**src/plc_defs.svh**
```systemverilog
// constants for the programmable logic cell
`ifndef PLC_DEFS_SVH
`define PLC_DEFS_SVH
`define PLC_NUM_INPUTS   3
`define PLC_TABLE_BITS   8
`define PLC_TABLE_RESET  8'h00
`define PLC_SRC_WIDTH    5
`define PLC_SENSE_WIDTH  3
`define PLC_SRC_RESET    5'h00
`define PLC_SENSE_RESET  3'h1
`define PLC_HIST_RESET   19'h00000
`endif

```
**src/plc_pkg.sv**
```systemverilog
// types for the programmable logic cell
package plc_pkg;
	typedef enum logic [2:0] {
		sense_low_level,
		sense_high_level,
		sense_fall,
		sense_rise,
		sense_both_transitions
	} plc_sense_t;

	typedef enum logic [4:0] {
		src_zero,
		src_line0,
		src_line1,
		src_line2,
		src_line3,
		src_user0,
		src_user1,
		src_user2,
		src_user3,
		src_counter0_start,
		src_counter1_start,
		src_counter0_end,
		src_counter1_end,
		src_cell0,
		src_cell1,
		src_exposure_start,
		src_exposure_end,
		src_awaiting_frame_trigger,
		src_capture_running
	} plc_source_t;

	typedef enum logic {
		table_value,
		table_enable
	} plc_table_t;
endpackage : plc_pkg

```
**src/plc_input_sense.sv**
```systemverilog
// one table input: source select and level or edge sensitivity
`timescale 1ns/1ps
`include "plc_defs.svh"
module plc_input_sense
	import plc_pkg::*;
(
	input  wire logic                         clk,
	input  wire logic                         nrst,
	input  wire logic [18:0]                  sources,
	input  wire logic [`PLC_SRC_WIDTH-1:0]    source_sel,
	input  wire logic [`PLC_SENSE_WIDTH-1:0]  sense_sel,
	output logic                              active
);
	// history of every source, so a change of source never fakes an edge
	logic [18:0]  prev_sources;

	function automatic logic plc_pick(input logic [18:0] bits, input logic [`PLC_SRC_WIDTH-1:0] code);
		return (code < 5'h13) ? bits[code] : 1'b0;
	endfunction : plc_pick

	wire   picked      = plc_pick(sources, source_sel);
	wire   picked_prev = plc_pick(prev_sources, source_sel);
	wire   rise        = picked & ~picked_prev;
	wire   fall        = ~picked & picked_prev;

	always_ff @(posedge clk or negedge nrst) begin
		if (!nrst) begin
			prev_sources <= `PLC_HIST_RESET;
		end else begin
			prev_sources <= sources;
		end
	end

	always_comb begin
		case (plc_sense_t'(sense_sel))
			sense_low_level:        active = ~picked;
			sense_high_level:       active = picked;
			sense_fall:             active = fall;
			sense_rise:             active = rise;
			sense_both_transitions: active = rise | fall;
			default:                active = 1'b0;
		endcase
	end

	rise_pulse_a: assert property (@(posedge clk) disable iff (!nrst)
		(sense_sel == 3'h3 && $stable(source_sel) && $rose(picked)) |-> active)
		else $error("rising edge not reported");
	fall_pulse_a: assert property (@(posedge clk) disable iff (!nrst)
		(sense_sel == 3'h2 && $stable(source_sel) && $fell(picked)) |-> active)
		else $error("falling edge not reported");
	pulse_once_a: assert property (@(posedge clk) disable iff (!nrst)
		(sense_sel == 3'h3 && active) ##1 ($stable(sense_sel) && $stable(source_sel)) |-> !active)
		else $error("edge pulse longer than one cycle");
endmodule : plc_input_sense

```
**src/plc_cell.sv**
```systemverilog
// programmable logic cell: two shared-input lookup tables and an output flip-flop
`timescale 1ns/1ps
`include "plc_defs.svh"
module plc_cell
	import plc_pkg::*;
(
	input  wire logic                         clk,
	input  wire logic                         nrst,
	input  wire logic [3:0]                   line_in,
	input  wire logic [3:0]                   user_out,
	input  wire logic [1:0]                   counter_start,
	input  wire logic [1:0]                   counter_end,
	input  wire logic                         other_cell_out,
	input  wire logic                         cell_is_one,
	input  wire logic                         exposure_start,
	input  wire logic                         exposure_end,
	input  wire logic                         awaiting_frame_trigger,
	input  wire logic                         capture_running,
	input  wire logic                         table_select,
	input  wire logic [1:0]                   table_input_index,
	input  wire logic                         input_cfg_write,
	input  wire logic [`PLC_SRC_WIDTH-1:0]    table_input_source,
	input  wire logic [`PLC_SENSE_WIDTH-1:0]  table_input_sensitivity,
	input  wire logic [2:0]                   truth_row_index,
	input  wire logic                         truth_row_write,
	input  wire logic                         truth_row_bit,
	input  wire logic                         truth_word_write,
	input  wire logic [`PLC_TABLE_BITS-1:0]   truth_table_word,
	output logic [`PLC_TABLE_BITS-1:0]        value_table,
	output logic [`PLC_TABLE_BITS-1:0]        enable_table,
	output logic                              cell_out
);
	//----------------------------------------------------------------
	// configuration storage
	//----------------------------------------------------------------
	logic [`PLC_SRC_WIDTH-1:0]    src_sel   [`PLC_NUM_INPUTS];
	logic [`PLC_SENSE_WIDTH-1:0]  sense_sel [`PLC_NUM_INPUTS];
	logic [`PLC_NUM_INPUTS-1:0]   in_active;
	logic [18:0]                  sources;

	// a whole-table write wins over a row write in the same cycle
	function automatic logic [`PLC_TABLE_BITS-1:0] plc_table_update(
		input logic [`PLC_TABLE_BITS-1:0] cur,
		input logic                       word_wr,
		input logic [`PLC_TABLE_BITS-1:0] word,
		input logic                       row_wr,
		input logic [2:0]                 row,
		input logic                       bit_val);
		logic [`PLC_TABLE_BITS-1:0] t;
		t = cur;
		if (word_wr) begin
			t = word;
		end else if (row_wr) begin
			t[row] = bit_val;
		end
		return t;
	endfunction : plc_table_update

	wire sel_value  = (plc_table_t'(table_select) == table_value);
	wire sel_enable = (plc_table_t'(table_select) == table_enable);
	// index 3 addresses no input and is ignored
	wire cfg_take   = input_cfg_write && (table_input_index < 2'h3);

	wire [`PLC_TABLE_BITS-1:0] next_value_table = sel_value ? plc_table_update(value_table, truth_word_write,
		truth_table_word, truth_row_write, truth_row_index, truth_row_bit) : value_table;
	wire [`PLC_TABLE_BITS-1:0] next_enable_table = sel_enable ? plc_table_update(enable_table, truth_word_write,
		truth_table_word, truth_row_write, truth_row_index, truth_row_bit) : enable_table;

	// readback comes straight from the table registers
	always_ff @(posedge clk or negedge nrst) begin
		if (!nrst) begin
			value_table  <= `PLC_TABLE_RESET;
			enable_table <= `PLC_TABLE_RESET;
		end else begin
			value_table  <= next_value_table;
			enable_table <= next_enable_table;
		end
	end

	// one set of input selections regardless of table_select
	always_ff @(posedge clk or negedge nrst) begin
		if (!nrst) begin
			for (int i = 0; i < `PLC_NUM_INPUTS; i++) begin
				src_sel[i]   <= `PLC_SRC_RESET;
				sense_sel[i] <= `PLC_SENSE_RESET;
			end
		end else if (cfg_take) begin
			src_sel[table_input_index]   <= table_input_source;
			sense_sel[table_input_index] <= table_input_sensitivity;
		end
	end

	//----------------------------------------------------------------
	// inputs
	//----------------------------------------------------------------
	// cell_is_one decides which of codes 13 and 14 is this cell's own output
	assign sources = {capture_running, awaiting_frame_trigger, exposure_end, exposure_start,
		cell_is_one ? cell_out : other_cell_out, cell_is_one ? other_cell_out : cell_out,
		counter_end, counter_start, user_out, line_in, 1'b0};

	for (genvar g = 0; g < `PLC_NUM_INPUTS; g++) begin : g_in
		plc_input_sense u_sense (
			.clk        (clk),
			.nrst       (nrst),
			.sources    (sources),
			.source_sel (src_sel[g]),
			.sense_sel  (sense_sel[g]),
			.active     (in_active[g])
		);
	end

	//----------------------------------------------------------------
	// lookup and output flip-flop
	//----------------------------------------------------------------
	wire [2:0] row_now   = in_active;
	wire       value_bit = value_table[row_now];
	wire       load_bit  = enable_table[row_now];
	// an all-ones enable table loads every cycle, so the flip-flop follows the value bit one cycle later

	always_ff @(posedge clk or negedge nrst) begin
		if (!nrst) begin
			cell_out <= 1'b0;
		end else if (load_bit) begin
			cell_out <= value_bit;
		end
	end

	//----------------------------------------------------------------
	// checks
	//----------------------------------------------------------------

	hold_when_off_a: assert property (@(posedge clk) disable iff (!nrst)
		!load_bit |=> $stable(cell_out))
		else $error("output changed while enable false");
	load_when_on_a: assert property (@(posedge clk) disable iff (!nrst)
		load_bit |=> (cell_out == $past(value_bit)))
		else $error("output did not load value");
	transparent_a: assert property (@(posedge clk) disable iff (!nrst)
		(enable_table == 8'hFF && $past(enable_table) == 8'hFF) |-> (cell_out == $past(value_bit)))
		else $error("output not following value table");
	word_write_a: assert property (@(posedge clk) disable iff (!nrst)
		(truth_word_write && sel_value) |=> (value_table == $past(truth_table_word)))
		else $error("whole-table write lost");
	row_write_a: assert property (@(posedge clk) disable iff (!nrst)
		(truth_row_write && !truth_word_write && sel_enable) |=>
		(enable_table[$past(truth_row_index)] == $past(truth_row_bit)))
		else $error("row write lost");
	other_table_a: assert property (@(posedge clk) disable iff (!nrst)
		sel_value |=> $stable(enable_table))
		else $error("write hit unselected table");
	shared_inputs_a: assert property (@(posedge clk) disable iff (!nrst)
		(input_cfg_write && table_input_index == 2'd1) |=> (src_sel[1] == $past(table_input_source)))
		else $error("input selection not stored");
	reset_clear_a: assert property (@(posedge clk) $rose(nrst) |-> (cell_out == 1'b0))
		else $error("output not cleared by reset");

	//----------------------------------------------------------------
	// checks: table writes
	//----------------------------------------------------------------
	enable_word_a: assert property (@(posedge clk) disable iff (!nrst)
		(truth_word_write && sel_enable) |=> (enable_table == $past(truth_table_word)))
		else $error("whole-table write to enable table lost");

	value_row_a: assert property (@(posedge clk) disable iff (!nrst)
		(truth_row_write && !truth_word_write && sel_value) |=>
		(value_table[$past(truth_row_index)] == $past(truth_row_bit)))
		else $error("row write to value table lost");

	word_over_row_a: assert property (@(posedge clk) disable iff (!nrst)
		(truth_word_write && truth_row_write && sel_value) |=> (value_table == $past(truth_table_word)))
		else $error("row write beat whole-table write");

	value_untouched_a: assert property (@(posedge clk) disable iff (!nrst)
		sel_enable |=> $stable(value_table))
		else $error("write hit unselected value table");

	tables_reset_a: assert property (@(posedge clk)
		$rose(nrst) |-> (value_table == `PLC_TABLE_RESET && enable_table == `PLC_TABLE_RESET))
		else $error("tables not cleared by reset");

	//----------------------------------------------------------------
	// checks: shared input selections
	//----------------------------------------------------------------
	input_zero_a: assert property (@(posedge clk) disable iff (!nrst)
		(input_cfg_write && table_input_index == 2'h0) |=>
		(src_sel[0] == $past(table_input_source) && sense_sel[0] == $past(table_input_sensitivity)))
		else $error("input 0 selection not stored");

	input_two_a: assert property (@(posedge clk) disable iff (!nrst)
		(input_cfg_write && table_input_index == 2'h2) |=>
		(src_sel[2] == $past(table_input_source) && sense_sel[2] == $past(table_input_sensitivity)))
		else $error("input 2 selection not stored");

	index_three_a: assert property (@(posedge clk) disable iff (!nrst)
		(input_cfg_write && table_input_index == 2'h3) |=>
		($stable(src_sel[0]) && $stable(src_sel[1]) && $stable(src_sel[2])))
		else $error("index 3 changed a selection");

	input_hold_a: assert property (@(posedge clk) disable iff (!nrst)
		!input_cfg_write |=> ($stable(src_sel[0]) && $stable(src_sel[1]) && $stable(src_sel[2]) &&
		$stable(sense_sel[0]) && $stable(sense_sel[1]) && $stable(sense_sel[2])))
		else $error("selection changed without a write");

	//----------------------------------------------------------------
	// checks: lookup row order
	//----------------------------------------------------------------
	and_example_a: assert property (@(posedge clk) disable iff (!nrst)
		(value_table == 8'hC0 && load_bit) |=> (cell_out == $past(in_active[2] & in_active[1])))
		else $error("row order wrong for input1 and input2");
endmodule : plc_cell

```
**config.mk**
```make
export PLATFORM = sky130hd
export DESIGN_NAME = plc_cell
export DESIGN_NICKNAME = d
export VERILOG_FILES = /design/src/plc_pkg.sv /design/src/plc_input_sense.sv /design/src/plc_cell.sv
export VERILOG_INCLUDE_DIRS = /design/src /design/src/src
export SDC_FILE = /design/constraint.sdc
export NUM_CORES = 1
export LEC_CHECK = 0
export BUFFER_PORTS_ARGS = -buffer_cell sky130_fd_sc_hd__buf_2
export CORE_MARGIN = 2
export CORE_UTILIZATION = 30
export DETAILED_ROUTE_END_ITERATION = 8
export GPL_TIMING_DRIVEN = 1
export MAX_ROUTING_LAYER = met4
export PLACE_DENSITY = 0.49
export SETUP_SLACK_MARGIN = 0.3
export SLEW_MARGIN = 10
export SYNTH_ARGS = -nofsm -noshare
export SYNTH_HDL_FRONTEND = slang
export SYNTH_SLANG_ARGS = --single-unit
```
**constraint.sdc**
```tcl
create_clock -name clk -period 5.25 [get_ports clk]
set_input_delay 0.7875 -clock clk [delete_from_list [all_inputs] [get_ports clk]]
set_output_delay 0.7875 -clock clk [all_outputs]
set_load 0.1 [all_outputs]
```
**Word-level counts from Yosys, hierarchy flattened**

Cells that the tools add are included.
Widths: inputs -> output; s select.

- Output and inout port bits: 17
- Flip-flop bits (word level): 59
- Bits of input ports: 46

- Equal/unequal tests: 12
- Muxes and demuxes: 41
- Bitwise operators: 17
- Reduce and logical (&&, ||, !) cells: 9
- Order comparisons: 12

Operators by type and width:

| operator | number |
|---|---|
| $mux 8 | 4 |
| $bmux 1 s5 | 6 |
| $eq 3x2->1 const B | 6 |
| $lt 5x6->1 const B | 3 |
| $mux 1 | 17 |
| $bwmux 8 | 2 |
| $bwmux 15 | 1 |
| $lt 5x5->1 const B | 3 |
| $pmux 1 s5 | 3 |
| $demux 5 s2 | 1 |
| $bwmux 9 | 1 |
| $eq 3x1->1 const B | 3 |
| $eq 3x3->1 const B | 3 |
| $logic_not 3->1 | 3 |
| $lt 3x4->1 const B | 2 |
| $not 1->1 | 7 |
| $and 1x1->1 | 6 |
| $bmux 1 s3 | 2 |
| $demux 3 s2 | 1 |
| $mux 5 | 1 |
| $reduce_and 2->1 | 2 |
| $demux 1 s3 | 1 |
| $ge 3x1->1 const B | 1 |
| $ge 3x3->1 const B | 1 |
| other kinds (7) | 11 |

**Longest topological paths before layout**

Gate-level depths: netlist of the first run.

- Word-level depth: 10
- Depth in mapped cells: 17

**Cells and area by module**

Synthesis of the first run repeated with hierarchy kept, for this count alone.

- Cell total of the unflattened synthesis: 359
- Area, all modules: 4795.8 um2

Modules (own cells, without submodules):

| module | instances | area each (um2) | cells an instance |
|---|---|---|---|
| plc_input_sense | 3 | 939.7 | 71 |
| plc_cell | 1 | 1976.9 | 146 |

**Least setup slack after synthesis of the first run**

Ideal clock, no wire load.

- Path type: register -> register
- From: register cell_out
- To: register cell_out
- Cell stages (with the launch flop): 15
- Period minus slack after synthesis: 4385 ps
- Path buffers: 0
- Data arrival time: 4259 ps
- Slack: 865 ps
- Required time: 5124 ps
- Path through: dfrtp_1 mux2i_1 a211o_1 a2111oi_2 nand3b_1 ha_1 nor3b_1 a311o_1 a21oi_1 a21o_1 a211o_1 mux2i_1 mux2i_1 mux2i_1 a221o_1

- Longest elaborated chain between the ends: 10
- Elaborated cells on any way between the ends: 30
- Those cells by class: mux: 18; bitwise: 12

Ends and longest elaborated chain:

| element | line | source |
|---|---|---|
| start, declared | plc_cell.sv:31 | `output logic cell_out` |
| start signal, assigned | plc_cell.sv:124 | `cell_out <= value_bit;` |
| $mux 1 | plc_cell.sv:98 | `cell_is_one ? cell_out : other_cell_out, cell_is_one ? other_cell_out : cell_out,` |
| $bmux 1 s5 | plc_input_sense.sv:18 | `return (code < 5'h13) ? bits[code] : 1'b0;` |
| $mux 1 (implied by the code) | plc_input_sense.sv:18 |  |
| $mux 1 | plc_input_sense.sv:18 |  |
| $not 1->1 | plc_input_sense.sv:24, plc_input_sense.sv:36 |  |
| $and 1x1->1 | plc_input_sense.sv:24 | `wire fall = ~picked & picked_prev;` |
| $or 1x1->1 | plc_input_sense.sv:40 | `sense_both_transitions: active = rise \| fall;` |
| $pmux 1 s5 | plc_input_sense.sv:35 | `case (plc_sense_t'(sense_sel))` |
| $bmux 1 s3, on equally long branches | plc_cell.sv:116, plc_cell.sv:117 |  |
| $mux 1, on equally long branches | plc_cell.sv:116, plc_cell.sv:117 |  |

Parallel ways exist; a longest one is shown, timed or not. The select of a mux whose other input is x is not followed.
A chain may end at the register's enable or synchronous reset.

**Worst setup path after layout of the first run**

- From: register src_sel[5] (netlist bit)
- To: register cell_out

- Longest elaborated chain between the ends: 9
- Elaborated cells on any way between the ends: 17
- Those cells by class: order compare: 1; mux: 11; bitwise: 5

Ends and longest elaborated chain:

| element | line | source |
|---|---|---|
| start, declared | plc_cell.sv:36 | `` logic [`PLC_SRC_WIDTH-1:0] src_sel [`PLC_NUM_INPUTS]; `` |
| start signal, assigned by index | plc_cell.sv:84 | `` src_sel[i] <= `PLC_SRC_RESET; `` |
| start signal, assigned by index | plc_cell.sv:88 | `src_sel[table_input_index] <= table_input_source;` |
| $bmux 1 s5 | plc_input_sense.sv:18 |  |
| $mux 1 (implied by the code) | plc_input_sense.sv:18 |  |
| $mux 1 | plc_input_sense.sv:18 |  |
| $not 1->1, on equally long branches | plc_input_sense.sv:23, plc_input_sense.sv:24, plc_input_sense.sv:36 |  |
| $and 1x1->1, on equally long branches | plc_input_sense.sv:23, plc_input_sense.sv:24 |  |
| $or 1x1->1 | plc_input_sense.sv:40 |  |
| $pmux 1 s5 * | plc_input_sense.sv:35 |  |
| $bmux 1 s3, on equally long branches | plc_cell.sv:116, plc_cell.sv:117 |  |
| $mux 1, on equally long branches | plc_cell.sv:116, plc_cell.sv:117 |  |

Every way passes the cells marked *; elsewhere a longest branch is shown, timed or not. The select of a mux whose other input is x is not followed.

==> results of run 1 <==
[cell families after synthesis]
kind of cell | Yosys count
adders and majority gates | 6
buffers and inverters | 34
and+or+nand+nor | 109
AOI/OAI and AO/OA | 73
muxes | 80
DFF | 59
[worst max-delay path: stages (launching register included)]
cell	delay (ps)
sky130_fd_sc_hd__dfrtp_1	700
sky130_fd_sc_hd__nor2b_1	370
sky130_fd_sc_hd__a211oi_1	140
sky130_fd_sc_hd__a2111oi_2	720
sky130_fd_sc_hd__nand3b_1	250
sky130_fd_sc_hd__ha_1	250
sky130_fd_sc_hd__nor3b_1	190
sky130_fd_sc_hd__a311o_1	290
sky130_fd_sc_hd__a21oi_1	180
sky130_fd_sc_hd__a21o_1	180
sky130_fd_sc_hd__a211o_1	350
sky130_fd_sc_hd__mux2i_1	160
sky130_fd_sc_hd__mux2i_1	150
sky130_fd_sc_hd__mux2i_1	90
sky130_fd_sc_hd__a221o_1	360
[registers in the layout, indices dropped and copies added (netlist names)]
| register | flops |
|---|---|
| cell_out | 1 |
| enable_table | 8 |
| g_in.u_sense.prev_sources | 18 |
| sense_sel | 9 |
| src_sel | 15 |
| value_table | 8 |
[metal layers]
metal | vias to the layer above | share of wire [%] | wire, microns
met4 | 0 | 1.2 | 123
met5 | - | 0 | 0
met1 | 1522 | 46 | 4680
met3 | 11 | 5.9 | 601
met2 | 95 | 47 | 4730
li1 | 1468 | - | -
[cells in the mapped netlist, drive strengths merged, types with 5 or more instances]
cell / number
dfrtp: 56
clkbuf: 9
nor3b: 5
nor2: 31
o31ai: 6
mux4: 17
inv: 17
mux2: 44
buf: 8
nand2: 32
a221o: 5
a31oi: 6
ha: 6
o21ai: 8
nand2b: 5
mux2i: 19
a21oi: 11
nand3: 9
nor2b: 8
[final cells by class]
class / instances / share of cell area, %
flip-flops and latches: 59 / 32.5
clock buffers: 11 / 5.11
well taps: 172 / 4.72
inverters: 17 / 1.40
clock inverters: 5 / 0.659
repair buffers: 64 / 7.14
multi-input cells: 268 / 48.5
[per-stage QoR]
step	std cells	util (%)	cell area, sq um	total power [mW]	hold WS (ps)
2_1_floorplan	361	-	3830	1.21	492
5_1_grt	596	36.3	4560	2.02	569
3_3_place_gp	580	34.2	4290	1.38	531
6_report	596	36.3	4560	1.90	543
3_5_place_dp	580	34.2	4290	1.38	534
4_1_cts	596	36.3	4560	1.92	549
[worst min-delay path by stage]
stage	startpoint	to	slack [ps]
3_5_place_dp	value_table[3]	value_table[3]	530
2_1_floorplan	nrst	cell_out	490
3_3_place_gp	value_table[3]	value_table[3]	530
4_1_cts	value_table[3]	value_table[3]	550
5_1_grt	value_table[2]	value_table[2]	570
6_report	value_table[3]	value_table[3]	540
[power by group through the flow]
| stage | clock network (mW) | logic (mW) | registers (mW) |
|---|---|---|---|
| 2_1_floorplan | 0 | 0.438 | 0.773 |
| 3_5_place_dp | 0 | 0.715 | 0.669 |
| 3_3_place_gp | 0 | 0.710 | 0.669 |
| 4_1_cts | 0.542 | 0.719 | 0.662 |
| 6_report | 0.526 | 0.718 | 0.661 |
| 5_1_grt | 0.565 | 0.775 | 0.679 |
==> flow_metrics.env, run 1 <==
export IMPL_run_status="finished clean"
export IMPL_multi_input_comb_area_sq_um=2210
export IMPL_mostFrequentLayoutCell="sky130_fd_sc_hd__buf_2"
export IMPL_clock_path_buffers=2
export IMPL_area_growth_pct=18.9
export IMPL_synth_top_cell_area_share_pct=36.6
export IMPL_die_w_microns=117
export IMPL_wirelength_microns=10100
export IMPL_tightestPinTransition_ps=788
export IMPL_r2r_setup_slack_ps=740
export IMPL_cts_hold_fix_buffers=0
export IMPL_rsz0062_at_grt="false"
export IMPL_synth_ff_type="sky130_fd_sc_hd__dfrtp_1"
export IMPL_setup_violations=0
export IMPL_power_share_of_the_clock_group_pct=27.6
export IMPL_number_of_antenna_violations_at_the_first_check_in_global_routing=0
export IMPL_via_count=3096
export IMPL_min_period_ps=4510
export IMPL_min_path_cells=1
export IMPL_muxShareOfSynthArea_pct=28.0
export IMPL_synth_edf_count=0
export IMPL_grt_busiest_layer="met2"
export IMPL_drt_initial_drc_count=219
export IMPL_timing_final_max_slew_violations=0
export IMPL_syn_cell_area_sq_um=3830
export IMPL_switching_share_pct=40.6
export IMPL_post_cts_resized=0
export IMPL_synth_compound_gate_area_share_pct=13.9
export IMPL_cts_tree="done"
export IMPL_fillers=1265
export IMPL_r2r_end="cell_out"
export IMPL_clkSinkCount=59
export IMPL_internal_power_mw=1.13
export IMPL_slew_limit_headroom_pct=46.8
export IMPL_setup_worst_path_start="src_sel[5]"
export IMPL_final_nets=471
export IMPL_worstSetupEndpointType="flip-flop"
export IMPL_clock_latency_ps=330
export IMPL_postRouteAntennaNets=0
export IMPL_max_cap_viol_count=0
export IMPL_met2_usage_pct=25.0
export IMPL_post_drt_wl_per_cell_microns=17.0
export IMPL_gr_usage_all_layers_pct=16.7
export IMPL_layout_cells_most_common_list="62 x sky130_fd_sc_hd__buf_2, 56 x sky130_fd_sc_hd__dfrtp_1, 41 x sky130_fd_sc_hd__mux2_2"
export IMPL_grt_util_met1_pct=22.0
export IMPL_seq_power_share_pct=34.7
export IMPL_cts_made_buffers=9
export IMPL_xor_xnor_share_of_the_synthesized_area_pct=0
export IMPL_clock_skew_ps=9.04
export IMPL_ios=63
export IMPL_cellPowerDensity_nw_per_um2=418
export IMPL_fmax_mhz=222
export IMPL_power_combinational_fraction_pct=37.7
export IMPL_numPortBuffers=62
export IMPL_cp_max_fo=15
export IMPL_gr_usage_met3_pct=5.05
export IMPL_timing_critical_path_to="cell_out"
export IMPL_fin_setup_tns_ps=0
export IMPL_clock_tree_htree_level_count=3
export IMPL_regToRegStartpoint="src_sel[5]"
export IMPL_hold_class="reg -> reg"
export IMPL_via_count_of_the_first_global_routing_pass=3104
export IMPL_max_vdd_ir_drop_uv=287
export IMPL_gp_congestion=0.848
export IMPL_regArea_sq_um=1480
export IMPL_ys_ff_latch=59
export IMPL_post_dp_hpwl_microns=7600
export IMPL_yosys_cell_types_count=50
export IMPL_number_of_standard_cells_after_synthesis=361
export IMPL_timing_setup_critical_path_class="reg -> reg"
export IMPL_timing_reg2reg_worst_path_depth=14
export IMPL_report_final_hold_viol_count=0
export IMPL_startpoint_type="flip-flop"
export IMPL_standard_cell_core_area_sq_um=12600
export IMPL_mapped_nets=413
export IMPL_detailed_route_vias_per_instance=5.19
export IMPL_final_layout_size_suffix_gt1_share_pct=33.3
export IMPL_p_switching_mw=0.773
export IMPL_asyncSetResetFlopFracSynth_pct=100
export IMPL_final_min_period_over_clock_period_pct=86.0
export IMPL_drtPass1Iterations=4
export IMPL_timing_final_ws_setup_ps=737
export IMPL_power_static_leakage_nw=2.01
export IMPL_syn_avg_cell_area_sq_um=10.6
export IMPL_worst_ep_required_time_ps=5460
export IMPL_row_count=41
export IMPL_worst_endpoint_arrival_ps=4730
export IMPL_maximum_number_of_pins_on_one_net_before_global_route_repair=60
export IMPL_synth_top_cell_by_area="sky130_fd_sc_hd__dfrtp_1"
export IMPL_dominant_combinational_cell_family_by_area_after_synthesis="multiplexers"
export IMPL_floorplan_die_height_microns=117
export IMPL_cts_setup_buffers=0
export IMPL_grt_overflow_total=0
export IMPL_synth_adder_area_share_pct=1.96
export IMPL_start_util_pct=30.5
export IMPL_drc_errors=0
export IMPL_ys_seq_area_share_pct=38.6
export IMPL_die_area_sq_um=13700
export IMPL_pre_cts_ws_ps=621
export IMPL_diodes=0
export IMPL_first_pass_grt_wire_length_microns=16600
export IMPL_synthTopCellsByArea="sky130_fd_sc_hd__dfrtp_1 37%, sky130_fd_sc_hd__mux2_2 12%, sky130_fd_sc_hd__mux4_2 10%"
export IMPL_cts_root_buffer_cell="sky130_fd_sc_hd__clkbuf_16"
export IMPL_share_of_synthesized_cell_area_in_and_or_nand_and_nor_gates_pct=13.8
export IMPL_clkSlewWorstSetupHoldPaths_ps=60
export IMPL_synth_warning_count=0
Note: power is estimated with default switching activity, not from simulation.
==> run 2, diff against run 1 <==
Settings changed: PLACE_DENSITY 0.49 to 0.48, SYNTH_HIERARCHICAL set to 1.
Clock period 5.25 ns to 5.1 ns, I/O delays scaled along.
==> flow_metrics.env, run 2 <==
export IMPL_run_status="finished clean"
export IMPL_regArea_sq_um=2460
export IMPL_synth_most_common_cell="sky130_fd_sc_hd__dfrtp_1"
export IMPL_fin_cells=645
export IMPL_worstSetupEndpointType="flip-flop"
export IMPL_ios=63
export IMPL_ys_seq_area_share_pct=51.2
export IMPL_final_nets=476
export IMPL_via_count_of_the_first_global_routing_pass=3201
export IMPL_clock_tree_htree_level_count=3
export IMPL_row_count=46
export IMPL_slew_limit_headroom_pct=38.5
export IMPL_r2r_setup_slack_ps=670
export IMPL_largest_register_ff_count=57
export IMPL_synth_top_cell_by_area="sky130_fd_sc_hd__dfrtp_1"
export IMPL_fmax_mhz=226
export IMPL_critPathSlowestCell="sky130_fd_sc_hd__dfrtp_1"
export IMPL_final_layout_size_suffix_gt1_share_pct=36.4
export IMPL_synthTopCellsByArea="sky130_fd_sc_hd__dfrtp_1 50%, sky130_fd_sc_hd__mux2_2 11%, sky130_fd_sc_hd__mux4_2 8.5%"
export IMPL_startpoint_type="flip-flop"
export IMPL_diodes=0
export IMPL_worst_ep_required_time_ps=5340
export IMPL_gp_congestion=0.796
export IMPL_cts_hold_fix_buffers=0
export IMPL_drc_errors=0
export IMPL_dpl_cell_area_sq_um=5300
export IMPL_ys_ff_latch=98
export IMPL_cts_tree="done"
export IMPL_multi_input_comb_area_sq_um=2210
export IMPL_max_vdd_ir_drop_uv=213
export IMPL_yosys_cell_types_count=37
export IMPL_maximum_number_of_pins_on_one_net_before_global_route_repair=56
export IMPL_die_area_sq_um=17000
export IMPL_syn_cell_area_sq_um=4800
export IMPL_post_dp_hpwl_microns=8500
export IMPL_clock_skew_ps=8.06
export IMPL_cts_root_buffer_cell="sky130_fd_sc_hd__clkbuf_16"
export IMPL_timing_setup_critical_path_class="reg -> reg"
export IMPL_utilization_pct=35.4
export IMPL_report_final_hold_viol_count=0
export IMPL_tightestPinTransition_ps=922
export IMPL_hold_class="in -> async"
export IMPL_cp_max_fo=13
export IMPL_design_power_total_mw=2.45
export IMPL_standard_cell_core_area_sq_um=15800
export IMPL_syn_avg_cell_area_sq_um=13.4
export IMPL_drtPass1Iterations=4
export IMPL_die_w_microns=130
export IMPL_synth_warning_count=6
export IMPL_crit_path_cell_trace="mux4_2, mux2_2, a21oi_2, o22ai_1, ha_1, nor3b_1, a31oi_1, o21ai_0, a31oi_1, mux2i_1, mux4_1, mux2i_1, mux2_2"
export IMPL_largest_register="g_in.u_sense/prev_sources"
export IMPL_timing_final_ws_setup_ps=673
export IMPL_final_min_period_over_clock_period_pct=86.8
export IMPL_top_regs="g_in.u_sense/prev_sources: 57 flops, src_sel: 15 flops, sense_sel: 9 flops"
export IMPL_layout_cells_most_common_list="95 x sky130_fd_sc_hd__dfrtp_1, 61 x sky130_fd_sc_hd__buf_2, 48 x sky130_fd_sc_hd__mux2_2"
export IMPL_gr_usage_all_layers_pct=15.5
export IMPL_min_period_ps=4430
export IMPL_pre_cts_ws_ps=469
export IMPL_via_count=3183
export IMPL_first_pass_grt_wire_length_microns=18700
export IMPL_cts_made_buffers=9
export IMPL_clock_latency_ps=360
export IMPL_drt_initial_drc_count=246
export IMPL_worst_endpoint_arrival_ps=4660
export IMPL_fillers=1562
export IMPL_floorplan_die_height_microns=130
export IMPL_timing_final_max_slew_violations=0
export IMPL_power_static_leakage_nw=2.42
export IMPL_timing_hold_ws_ps=451
export IMPL_grt_overflow_total=0
export IMPL_mostFrequentLayoutCell="sky130_fd_sc_hd__dfrtp_1"
export IMPL_rsz0062_at_grt="false"
export IMPL_dp_cells=629
export IMPL_synth_ff_type="sky130_fd_sc_hd__dfrtp_1"
export IMPL_number_of_standard_cells_after_synthesis=359
export IMPL_final_design_area_no_fill_sq_um=5590
export IMPL_postRouteAntennaNets=0
export IMPL_synth_top_cell_area_share_pct=49.6
export IMPL_area_growth_pct=16.6
export IMPL_start_util_pct=30.4
export IMPL_max_cap_viol_count=0
export IMPL_cellPowerDensity_nw_per_um2=438
export IMPL_clkSinkCount=98
export IMPL_detailed_route_vias_per_instance=4.93
export IMPL_asyncSetResetFlopFracSynth_pct=100
export IMPL_clkSlewWorstSetupHoldPaths_ps=70
export IMPL_cts_setup_buffers=0
export IMPL_synth_edf_count=0
export IMPL_post_drt_wl_per_cell_microns=18.5
export IMPL_post_cts_resized=0
export IMPL_setup_violations=0
export IMPL_synthTopCellsByCount="95 x sky130_fd_sc_hd__dfrtp_1, 48 x sky130_fd_sc_hd__mux2_2, 25 x sky130_fd_sc_hd__mux2i_1"
export IMPL_number_of_antenna_violations_at_the_first_check_in_global_routing=0
export IMPL_clock_path_buffers=2
export IMPL_wirelength_microns=11900
export IMPL_fin_setup_tns_ps=0
export IMPL_numPortBuffers=62
export IMPL_cpPeakStageDelay_ps=780
==> run 2: changes by cell type after synthesis, moves of 6 or more <==
| cell | previous run | this run |
|---|---|---|
| sky130_fd_sc_hd__mux2i_1 | 19 | 25 |
| sky130_fd_sc_hd__nor2_1 | 31 | 21 |
| sky130_fd_sc_hd__nand2_1 | 32 | 11 |
| sky130_fd_sc_hd__inv_1 | 17 | 9 |
| sky130_fd_sc_hd__mux2_2 | 41 | 48 |
| sky130_fd_sc_hd__clkbuf_1 | 9 | 3 |
| sky130_fd_sc_hd__dfrtp_1 | 56 | 95 |
| sky130_fd_sc_hd__o21ai_0 | 7 | 18 |
==> run 2: metal layers <==
layer / GRT usage [%] / vias to the layer above / routed length [microns]
li1: - / 1472 / -
met1: 22.0 / 1624 / 5780
met2: 21.5 / 67 / 5370
met3: 3.46 / 20 / 540
met4: 6.45 / 0 / 232
met5: - / - / 0
==> run 2: logic make-up after synthesis <==
family | Yosys count | synth area share [%]
fa+ha+maj | 6 | 1.57
simple gates | 78 | 8.90
other cells | 1 | 0.0782
compound gates | 57 | 7.98
mux | 95 | 27.1
buf+inv | 24 | 3.13
flops | 98 | 51.2
==> run 2: path summary, 6_finish.rpt <==
| path | startpoint | end | cells past startpoint |
|---|---|---|---|
| min in group clk | sense_sel[2] | sense_sel[2] | 1 |
| worst min register to register | sense_sel[2] | sense_sel[2] | 1 |
| max in group asynchronous | nrst | sense_sel[2] | 2 |
| worst max register to register | src_sel[10] | cell_out | 13 |
| worst max-delay path | src_sel[10] | cell_out | 13 |
| worst min-delay path | nrst | g_in[0].u_sense/prev_sources[8] | 1 |
==> run 2: report_power, final <==
part | total [mW] | internal [mW] | switching [mW]
Combinational | 0.744 | 0.311 | 0.433
Sequential | 1.02 | 0.873 | 0.146
Clock | 0.688 | 0.382 | 0.305
==> run 2: worst max-delay path: cells and delay by family, from the launching register on <==
kind            cells  cell delay [ps]
mux                 6             2440
flops               1              780
compound gates      5              630
fa+ha+maj           1              300
simple gates        1              170
==> run 2: final cells by class <==
cell class                      instances  share of cell area (%)
Timing Repair Buffer                   64                    5.86
Clock buffer                           10                    4.10
Tap cell                              216                    4.83
Clock inverter                          6                    1.16
Multi-Input combinational cell        242                    39.5
Sequential cell                        98                    43.9
Inverter                                9                   0.604
